### src/core/cmpc_pkg.sv
// Purpose: Shared constants for the comparator control block
// Assumes: 8-bit registers, one per aligned 32-bit word
// Notes:   Offsets are byte addresses on the register bus
package cmpc_pkg;
  // ==========================================================
  // Geometry
  localparam int NUM_CH = 2;
  localparam int ADDR_W = 8;
  localparam int REG_W  = 8;

  // ==========================================================
  // Register offsets
  localparam logic [7:0] OFF_CON0   = 8'h00;
  localparam logic [7:0] OFF_CON1   = 8'h04;
  localparam logic [7:0] CH_STRIDE  = 8'h08;
  localparam logic [7:0] OFF_MIRROR = 8'h10;
  localparam logic [7:0] OFF_FLAGS  = 8'h14;
  localparam logic [7:0] OFF_ANSEL  = 8'h18;
  localparam logic [7:0] OFF_PORT   = 8'h1C;

  // ==========================================================
  // Main control fields
  localparam int B_ON   = 7;
  localparam int B_OUT  = 6;
  localparam int B_OE   = 5;
  localparam int B_POL  = 4;
  localparam int B_SP   = 2;
  localparam int B_HYS  = 1;
  localparam int B_SYNC = 0;

  // ==========================================================
  // Input and edge select fields
  localparam int B_INTP  = 7;
  localparam int B_INTN  = 6;
  localparam int PCH_LSB = 4;
  localparam int NCH_LSB = 0;

  // ==========================================================
  // Writable masks and reset values
  localparam logic [7:0] CON0_WMASK = 8'hB7;
  localparam logic [7:0] CON1_WMASK = 8'hF7;
  localparam logic [7:0] CON0_RST   = 8'h04;
  localparam logic [7:0] CON1_RST   = 8'h00;
  localparam logic [7:0] ANSEL_RST  = 8'hFF;

  // ==========================================================
  // Bus responses
  localparam logic [1:0] RESP_OKAY   = 2'h0;
  localparam logic [1:0] RESP_SLVERR = 2'h2;
endpackage

### src/core/cmpc_chan_if.sv
// Purpose: Carrier between register file and one channel core
// Assumes: Single clock domain
// Notes:   ctrl side drives settings, chan side returns results
`timescale 1ns/1ps
interface cmpc_chan_if;
  logic on;
  logic pol;
  logic sync;
  logic intp;
  logic intn;
  logic flag_clr;
  logic t1_fall;
  logic status;
  logic timer_out;
  logic pin_out;
  logic flag;

  modport ctrl (output on, pol, sync, intp, intn, flag_clr, t1_fall,
                input  status, timer_out, pin_out, flag);
  modport chan (input  on, pol, sync, intp, intn, flag_clr, t1_fall,
                output status, timer_out, pin_out, flag);
endinterface

### src/core/cmpc_top.sv
// Purpose: Two-channel comparator control and status with AXI4-Lite registers
// Assumes: Timer clock levels arrive synchronous to clk
// Notes:   Analog core, references, timer and interrupt controller are outside
//
// How it works
// - Speed select resets to 1 (fast); clearing it picks low power.
// - Hysteresis output follows the hysteresis enable bit.
// - In sync mode the output is latched on timer clock falling edges.
// - With timer prescaler on, the prescaled clock drives the latch.
// - Rising and falling detectors per channel set the channel flag.
// - Only software clears the flag; a coincident edge keeps it set.
// - Polarity or enable toggles still create edges while disabled.
// - Enable bit 7 powers the comparator; clear means off.
// - Read-only status bit 6 shows the result after polarity.
// - Pin drive enable routes the result regardless of the enable bit.
// - Polarity bit inverts status, pin and edge detection alike.
// - Sync bit 0 makes timer and pin outputs timer-synchronous.
// - Bits 7 and 6 enable flag setting on rising and falling edges.
// - Positive select 00 pin, 01 DAC, 10 fixed ref, 11 ground.
// - Negative select 000-011 pins, 100 fixed ref, 101-111 reserved.
// - Pins set analog read as zero in the port value.
// - Status registered every cycle; pin path latched only in sync mode.
// - Mirror register holds channel 1 in bit 0, channel 2 in bit 1.
//
// Design decisions made here: the AXI4-Lite register port and the register addresses.
`timescale 1ns/1ps
module cmpc_top (
  // Clock and reset
  input  wire logic                         clk,
  input  wire logic                         reset,
  // AXI4-Lite write address
  input  wire logic                         s_axi_awvalid,
  output logic                              s_axi_awready,
  input  wire logic [cmpc_pkg::ADDR_W-1:0]  s_axi_awaddr,
  // AXI4-Lite write data
  input  wire logic                         s_axi_wvalid,
  output logic                              s_axi_wready,
  input  wire logic [31:0]                  s_axi_wdata,
  input  wire logic [3:0]                   s_axi_wstrb,
  // AXI4-Lite write response
  output logic                              s_axi_bvalid,
  input  wire logic                         s_axi_bready,
  output logic [1:0]                        s_axi_bresp,
  // AXI4-Lite read
  input  wire logic                         s_axi_arvalid,
  output logic                              s_axi_arready,
  input  wire logic [cmpc_pkg::ADDR_W-1:0]  s_axi_araddr,
  output logic                              s_axi_rvalid,
  input  wire logic                         s_axi_rready,
  output logic [31:0]                       s_axi_rdata,
  output logic [1:0]                        s_axi_rresp,
  // Analog core
  input  wire logic [cmpc_pkg::NUM_CH-1:0]  raw_cmp,
  output logic [cmpc_pkg::NUM_CH-1:0]       cmp_enable_bit,
  output logic [cmpc_pkg::NUM_CH-1:0]       cmp_speed_power_select,
  output logic [cmpc_pkg::NUM_CH-1:0]       cmp_hysteresis_enable,
  output logic [cmpc_pkg::NUM_CH-1:0][1:0]  positive_channel_select,
  output logic [cmpc_pkg::NUM_CH-1:0][2:0]  negative_channel_select,
  // Timer clocks
  input  wire logic                         t1_src_clk,
  input  wire logic                         t1_prescaled_clk,
  input  wire logic                         t1_prescale_on,
  // Results toward timer gate and pins
  output logic [cmpc_pkg::NUM_CH-1:0]       timer_gate_out,
  output logic [cmpc_pkg::NUM_CH-1:0]       cmp_pin_out,
  output logic [cmpc_pkg::NUM_CH-1:0]       cmp_pin_drive_enable,
  // Interrupt controller
  output logic [cmpc_pkg::NUM_CH-1:0]       cmp_irq_flag,
  // Port pins
  input  wire logic [7:0]                   port_pin_level
);
  import cmpc_pkg::*;

  // ==========================================================
  // Bus state
  logic              aw_held_q;
  logic              w_held_q;
  logic [ADDR_W-1:0] waddr_q;
  logic [7:0]        wbyte_q;
  logic              wlane_q;
  logic              awready_q;
  logic              wready_q;
  logic              bvalid_q;
  logic [1:0]        bresp_q;
  logic              arready_q;
  logic              rvalid_q;
  logic [31:0]       rdata_q;
  logic [1:0]        rresp_q;
  logic              wr_en;
  logic              wr_hit;
  logic [7:0]        rd_val;
  logic              rd_hit;

  // Shared registers and timer edge
  logic [7:0]        ansel_q;
  logic              t1_prev_q;
  logic              t1_sel;
  logic              t1_fall;

  // Per-channel registers
  logic [NUM_CH-1:0][7:0] con0_q;
  logic [NUM_CH-1:0][7:0] con1_q;
  logic [NUM_CH-1:0]      status;
  logic [NUM_CH-1:0]      gate_q;
  logic [NUM_CH-1:0]      pin_q;
  logic [NUM_CH-1:0]      flag_w;

  // Write fires once both halves are held and no answer is pending
  assign wr_en = aw_held_q & w_held_q & ~bvalid_q;

  // ==========================================================
  // Write address and data capture
  always_ff @(posedge clk) begin
    if (reset) begin
      aw_held_q <= 1'b0;
      awready_q <= 1'b1;
      waddr_q   <= '0;
    end else if (s_axi_awvalid && awready_q) begin
      aw_held_q <= 1'b1;
      awready_q <= 1'b0;
      waddr_q   <= s_axi_awaddr;
    end else if (wr_en) begin
      aw_held_q <= 1'b0;
    end else if (bvalid_q && s_axi_bready) begin
      awready_q <= 1'b1;
    end
  end

  always_ff @(posedge clk) begin
    if (reset) begin
      w_held_q <= 1'b0;
      wready_q <= 1'b1;
      wbyte_q  <= '0;
      wlane_q  <= 1'b0;
    end else if (s_axi_wvalid && wready_q) begin
      w_held_q <= 1'b1;
      wready_q <= 1'b0;
      wbyte_q  <= s_axi_wdata[7:0];
      wlane_q  <= s_axi_wstrb[0];
    end else if (wr_en) begin
      w_held_q <= 1'b0;
    end else if (bvalid_q && s_axi_bready) begin
      wready_q <= 1'b1;
    end
  end

  // ==========================================================
  // Write decode
  always_comb begin
    wr_hit = 1'b0;
    if (waddr_q == OFF_CON0 || waddr_q == OFF_CON1) begin
      wr_hit = 1'b1;
    end else if (waddr_q == 8'(OFF_CON0 + CH_STRIDE)) begin
      wr_hit = 1'b1;
    end else if (waddr_q == 8'(OFF_CON1 + CH_STRIDE)) begin
      wr_hit = 1'b1;
    end else if (waddr_q == OFF_MIRROR || waddr_q == OFF_PORT) begin
      wr_hit = 1'b1;
    end else if (waddr_q == OFF_FLAGS || waddr_q == OFF_ANSEL) begin
      wr_hit = 1'b1;
    end
  end

  always_ff @(posedge clk) begin
    if (reset) begin
      bvalid_q <= 1'b0;
      bresp_q  <= RESP_OKAY;
    end else if (wr_en) begin
      bvalid_q <= 1'b1;
      bresp_q  <= wr_hit ? RESP_OKAY : RESP_SLVERR;
    end else if (bvalid_q && s_axi_bready) begin
      bvalid_q <= 1'b0;
    end
  end

  // ==========================================================
  // Analog select, defaults to all analog
  always_ff @(posedge clk) begin
    if (reset) begin
      ansel_q <= ANSEL_RST;
    end else if (wr_en && wlane_q && waddr_q == OFF_ANSEL) begin
      ansel_q <= wbyte_q;
    end
  end

  // ==========================================================
  // Timer clock edge
  // prescaled clock when prescaler used
  assign t1_sel = t1_prescale_on ? t1_prescaled_clk : t1_src_clk;
  // falling edge only, timer keeps rising edge
  assign t1_fall = t1_prev_q & ~t1_sel;

  always_ff @(posedge clk) begin
    if (reset) begin
      t1_prev_q <= 1'b0;
    end else begin
      t1_prev_q <= t1_sel;
    end
  end

  // ==========================================================
  // Channels
  for (genvar i = 0; i < NUM_CH; i++) begin : g_ch
    localparam logic [7:0] A_CON0 = 8'(OFF_CON0 + i * CH_STRIDE);
    localparam logic [7:0] A_CON1 = 8'(OFF_CON1 + i * CH_STRIDE);
    cmpc_chan_if cif ();

    always_ff @(posedge clk) begin
      if (reset) begin
        con0_q[i] <= CON0_RST;
      end else if (wr_en && wlane_q && waddr_q == A_CON0) begin
        con0_q[i] <= wbyte_q & CON0_WMASK;
      end
    end

    always_ff @(posedge clk) begin
      if (reset) begin
        con1_q[i] <= CON1_RST;
      end else if (wr_en && wlane_q && waddr_q == A_CON1) begin
        con1_q[i] <= wbyte_q & CON1_WMASK;
      end
    end

    assign cif.on       = con0_q[i][B_ON];
    assign cif.pol      = con0_q[i][B_POL];
    assign cif.sync     = con0_q[i][B_SYNC];
    assign cif.intp     = con1_q[i][B_INTP];
    assign cif.intn     = con1_q[i][B_INTN];
    assign cif.t1_fall  = t1_fall;
    assign cif.flag_clr = wr_en && wlane_q && waddr_q == OFF_FLAGS && wbyte_q[i];

    cmpc_channel u_chan (
      .clk     (clk),
      .reset   (reset),
      .raw_cmp (raw_cmp[i]),
      .cif     (cif.chan)
    );

    assign status[i] = cif.status;
    assign flag_w[i] = cif.flag;

    // pin follows result regardless of enable
    always_ff @(posedge clk) begin
      if (reset) begin
        gate_q[i] <= 1'b0;
        pin_q[i]  <= 1'b0;
      end else begin
        gate_q[i] <= cif.timer_out;
        pin_q[i]  <= cif.pin_out;
      end
    end

    // enable drives the analog core power
    assign cmp_enable_bit[i]          = con0_q[i][B_ON];
    assign cmp_speed_power_select[i]  = con0_q[i][B_SP];
    assign cmp_hysteresis_enable[i]   = con0_q[i][B_HYS];
    assign cmp_pin_drive_enable[i]    = con0_q[i][B_OE];
    assign positive_channel_select[i] = con1_q[i][PCH_LSB +: 2];
    assign negative_channel_select[i] = con1_q[i][NCH_LSB +: 3];
  end

  assign timer_gate_out = gate_q;
  assign cmp_pin_out    = pin_q;
  assign cmp_irq_flag   = flag_w;

  // ==========================================================
  // Read decode
  always_comb begin
    rd_val = '0;
    rd_hit = 1'b1;
    if (s_axi_araddr == OFF_CON0) begin
      rd_val        = con0_q[0];
      rd_val[B_OUT] = status[0];
    end else if (s_axi_araddr == OFF_CON1) begin
      rd_val = con1_q[0];
    end else if (s_axi_araddr == 8'(OFF_CON0 + CH_STRIDE)) begin
      rd_val        = con0_q[1];
      rd_val[B_OUT] = status[1];
    end else if (s_axi_araddr == 8'(OFF_CON1 + CH_STRIDE)) begin
      rd_val = con1_q[1];
    end else if (s_axi_araddr == OFF_MIRROR) begin
      rd_val = {6'h00, status};
    end else if (s_axi_araddr == OFF_FLAGS) begin
      rd_val = {6'h00, flag_w};
    end else if (s_axi_araddr == OFF_ANSEL) begin
      rd_val = ansel_q;
    end else if (s_axi_araddr == OFF_PORT) begin
      rd_val = port_pin_level & ~ansel_q;
    end else begin
      rd_hit = 1'b0;
    end
  end

  always_ff @(posedge clk) begin
    if (reset) begin
      arready_q <= 1'b1;
      rvalid_q  <= 1'b0;
      rdata_q   <= '0;
      rresp_q   <= RESP_OKAY;
    end else if (s_axi_arvalid && arready_q) begin
      arready_q <= 1'b0;
      rvalid_q  <= 1'b1;
      rdata_q   <= {24'h00_0000, rd_val};
      rresp_q   <= rd_hit ? RESP_OKAY : RESP_SLVERR;
    end else if (rvalid_q && s_axi_rready) begin
      arready_q <= 1'b1;
      rvalid_q  <= 1'b0;
    end
  end

  assign s_axi_awready = awready_q;
  assign s_axi_wready  = wready_q;
  assign s_axi_bvalid  = bvalid_q;
  assign s_axi_bresp   = bresp_q;
  assign s_axi_arready = arready_q;
  assign s_axi_rvalid  = rvalid_q;
  assign s_axi_rdata   = rdata_q;
  assign s_axi_rresp   = rresp_q;
endmodule

### src/core/cmpc_channel.sv
// Purpose: One comparator channel: result capture, sync latch, edge flag
// Assumes: Raw decision is asynchronous; t1_fall is a one-cycle pulse
// Notes:   All results are registered
`timescale 1ns/1ps
module cmpc_channel (
  // Clock and reset
  input  wire logic clk,
  input  wire logic reset,
  // Analog decision
  input  wire logic raw_cmp,
  // Register side
  cmpc_chan_if.chan cif
);
  import cmpc_pkg::*;

  logic sync1_q;
  logic sync2_q;
  logic status_q;
  logic latch_q;
  logic flag_q;
  logic result_d;
  logic rise;
  logic fall;

  // ==========================================================
  // two-stage synchroniser
  always_ff @(posedge clk) begin
    if (reset) begin
      sync1_q <= 1'b0;
      sync2_q <= 1'b0;
    end else begin
      sync1_q <= raw_cmp;
      sync2_q <= sync1_q;
    end
  end

  // off forces the polarity level, so on and polarity toggles still make edges
  assign result_d = (cif.on & sync2_q) ^ cif.pol;

  // ==========================================================
  // status captured every cycle
  always_ff @(posedge clk) begin
    if (reset) begin
      status_q <= 1'b0;
    end else begin
      status_q <= result_d;
    end
  end

  // latch on falling timer clock edge in sync mode, else every cycle
  always_ff @(posedge clk) begin
    if (reset) begin
      latch_q <= 1'b0;
    end else if (!cif.sync || cif.t1_fall) begin
      latch_q <= result_d;
    end
  end

  // ==========================================================
  // separate edge detectors
  assign rise = result_d & ~status_q & cif.intp;
  assign fall = ~result_d & status_q & cif.intn;

  always_ff @(posedge clk) begin
    if (reset) begin
      flag_q <= 1'b0;
    end else begin
      flag_q <= (flag_q & ~cif.flag_clr) | rise | fall;
    end
  end

  assign cif.status    = status_q;
  assign cif.timer_out = latch_q;
  assign cif.pin_out   = latch_q;
  assign cif.flag      = flag_q;
endmodule

### config.mk
export PLATFORM = sky130hd
export DESIGN_NAME = cmpc_top
export DESIGN_NICKNAME = d
export VERILOG_FILES = /design/src/core/cmpc_pkg.sv /design/src/core/cmpc_chan_if.sv /design/src/core/cmpc_top.sv /design/src/core/cmpc_channel.sv
export SDC_FILE = /design/constraint.sdc
export NUM_CORES = 1
export LEC_CHECK = 0
export ABC_AREA = 1
export BUFFER_PORTS_ARGS = -buffer_cell sky130_fd_sc_hd__buf_2
export CORE_MARGIN = 4
export CORE_UTILIZATION = 45
export CTS_CLUSTER_DIAMETER = 120
export DETAILED_ROUTE_END_ITERATION = 8
export PLACE_DENSITY = 0.74
export SYNTH_ARGS = -nofsm -noshare
export SYNTH_HDL_FRONTEND = slang
export SYNTH_SLANG_ARGS = --single-unit
### constraint.sdc
create_clock -name clk -period 2.33 [get_ports clk]
set_clock_uncertainty 0.2 [all_clocks]
set_input_delay 0.3495 -clock clk [delete_from_list [all_inputs] [get_ports clk]]
set_output_delay 0.3495 -clock clk [all_outputs]
set_load 0.1 [all_outputs]
==> results.md <==
- Clock sink count: 81
- Worst-path maximum fanout: 14
- Reg2reg setup slack: 410 ps
- # fillers: 750
- DP HPWL: between 6000 and 7000 um
- Yosys top cell area share: about 44%
- Critical path required time: roughly 2400 ps
- Starting DRC count in detailed routing: 204
- Hold Path Class: input port to flip-flop
- Synth unique cells: 32
- CTS clk-pin slew, worst paths: 80 ps
- Mapped Cells: 484
- Global-route wire length before repair: 13,900 um
- H-tree Lvls: 3
- Synth warn: 0
- RSZ-0062 raised after global routing: no
- Drt drc: 0
- CP Capture Type: flip-flop
- Ports: 137
- Drt via density: 4.88
- Status: complete, no violations
- Setup bufs post-CTS: 0
- Worst setup path category: flip-flop to flip-flop
- Total Wirelength: roughly 8600 um
- CTS buffer count: 9
- Power per cell area: between 700 and 800 nW/um2
- Layout Nets: about 630
- Commonest non-fill, non-tap cell in the layout: buf_2
- Crit share post-route: a little over 80%
- Fin. max-slew vios: 0
- Global Route Usage Sum: between 10% and 20%
- CTS max path bufs: 2
- Initial antenna violation count: 0
- Std-Cell Rows: 32
- Slew Limit Headroom: approximately three fifths
- Detailed Routing Iterations Pass 1: 5
- Slowest CP cell: nor3_4
- Avg Synthesized Cell Area: around 7.6 um2
- Most frequent cells in the layout: buf_2 (83), dfxtp_1 (81), nand2_1 (73), nor2_1 (71), inv_1 (53)
- DRT antenna net count: 0
- Synth Cell Area: 3650 um2
- Die area: a little under 10,000 um2
- Vias: about 3,300
- Gpl congestion: 0.837
- CP arrival: slightly below 2000 ps
- Root Driver: clkbuf_8
- Setup TNS: 0 ps
- Most frequent CP cell: nor2_1
- Worst Setup Start Kind: flip-flop
- Hold Path Stages: 3
- Cell Chain, Critical Path: nor2_1, nand3_1, nor3_4, nor2_1, a211oi_1
- Worst-Margin Slew: about 580 ps
- Grt ovf: 0
- Area Overhead vs Synth: 15.8%
- Hold buffer count at CTS: 2
- Sequential fraction of the synthesis area: about 44%
- Antenna fix cells: 0
- Layout cells sized above 1: a little over a fifth
- Die Ht: just under 100 um
- Clock latency on the worst-skew pair: around 360 ps
- Core area: 7810 um2
- # Max-Cap Violations: 0
- Synth Register Bits: 81
- Cell taking the most area after synthesis: dfxtp_1
- Largest net degree at the start of global routing: 47
- Max rail drop VDD: roughly 0.45 mV
- Period minus WS final: approximately 1900 ps
- PortBufs: a little over 80
- FMAX: roughly 520 MHz
- PostCTS Resize Cnt: 0
- DR WL/cell: approximately 13 um
- R2R depth: 5
- Hold Violations, Final: 0
- Leakage: around 2.0 nW
- Vias in the first global route: approximately 3,000
- Area contributors post-synth: dfxtp_1 (44%), nand2_1 (7.5%), nor2_1 (7.3%), buf_4 (6.8%), inv_1 (5.4%)
- Final Hold Slack: about 41 ps
- Starting Density: around 47%
- Final setup violation count: 0
- CTS tree: yes
- Slowest stage delay, CP: about 560 ps
- Die W: 98.1 um
[critical path: cells and delay by family (launching register included)]
family,cells,cell delay [ps]
compound gates,1,200
flops,1,320
simple gates,4,1110
[routing by layer]
layer	vias to the layer above	share of wire, %	global-route usage (%)
met1	1436	43	22.8
met5	-	0	0
met2	137	46	28.9
met4	0	1.9	7.35
met3	11	9.1	5.21
li1	1683	-	-
[where the power goes]
group          internal (W)  switching (W)  leakage (nW)
Combinational     0.0000812       0.000404          1.24
Sequential          0.00143      0.0000249         0.660
Clock              0.000554       0.000501         0.103
[sequential cells by signal (all words and copies together), names as in the netlist, 2 cells and up]
signal and count:
g_ch.u_chan.cif.flag 2, cmp_hysteresis_enable 2, s_axi_rdata 8, g_ch.u_chan.sync2_q 2, g_ch.u_chan.sync1_q 2, con1_q 4
con0_q 4, ansel_q 8, cmp_speed_power_select 2, wbyte_q 8, cmp_pin_drive_enable 2, g_ch.u_chan.cif.pin_out 2
cmp_pin_out 2, positive_channel_select 4, g_ch.u_chan.cif.status 2, cmp_enable_bit 2, waddr_q 8, negative_channel_select 6
[Yosys cell counts]
| cell type | n |
|---|---|
| a211oi_2 | 6 |
| clkinv_1 | 1 |
| inv_2 | 4 |
| buf_6 | 2 |
| o211ai_1 | 9 |
| a211oi_1 | 15 |
| a31oi_1 | 3 |
| nand2_1 | 73 |
| nor2_2 | 1 |
| nand3b_1 | 1 |
| o21ai_0 | 36 |
| buf_1 | 3 |
| mux2i_1 | 1 |
| nand4_2 | 1 |
| nand3_2 | 1 |
| inv_1 | 53 |
| nor2_1 | 71 |
| nor3_1 | 3 |
| nand3_1 | 26 |
| nor3_4 | 2 |
| dfxtp_1 | 81 |
| xor2_1 | 2 |
| nor3_2 | 1 |
| buf_2 | 1 |
| nor2_4 | 2 |
| clkbuf_1 | 8 |
| buf_4 | 33 |
| conb_1 | 1 |
| a21oi_1 | 36 |
| nand4_1 | 5 |
| o311ai_0 | 1 |
| nand2_2 | 1 |
[through the flow]
stage | cells | total power [W] | utilization [%] | area (um2) | worst slack [ps]
floorplan | 509 | 0.00191 | - | 3750 | 194
global placement | 651 | 0.00196 | 51.3 | 4010 | 324
detailed placement | 651 | 0.00197 | 51.3 | 4010 | 291
CTS | 669 | 0.00301 | 54.2 | 4230 | 382
global route | 669 | 0.00311 | 54.2 | 4230 | 174
finish | 669 | 0.00299 | 54.2 | 4230 | 408
[cell families (layout without fill, tap and decap cells)]
family / after synthesis / in the layout / share of synthesized area, %
and+or+nand+nor: 188 / 188 / 22.6
AOI/OAI and AO/OA: 106 / 106 / 17.6
buffers and inverters: 105 / 163 / 14.6
DFF: 81 / 81 / 44.4
xor gates and xnor gates: 2 / 2 / 0.479
other: 1 / 26 / 0.103
muxes: 1 / 1 / 0.274
[path summary, 6_finish.rpt]
check / from / end
min: s_axi_awaddr[6] / waddr_q[6]$_SDFFE_PP0P_
min reg2reg: g_ch[1].u_chan.sync1_q$_SDFF_PP0_ / g_ch[1].u_chan.sync2_q$_SDFF_PP0_
max reg2reg: waddr_q[0]$_SDFFE_PP0P_ / negative_channel_select[1]$_SDFFE_PP0P_
max: waddr_q[0]$_SDFFE_PP0P_ / negative_channel_select[1]$_SDFFE_PP0P_
[cell type report]
cell class	count	area, um2	area share (%)
clock inverters	4	51.3	1.21
inverters	58	218	5.14
multi-input cells	323	1590	37.6
flip-flops and latches	81	1620	38.3
well taps	102	128	3.02
clock buffers	12	155	3.67
repair buffers	89	465	11.0
No activity file was read; power rests on OpenSTA's default activity.
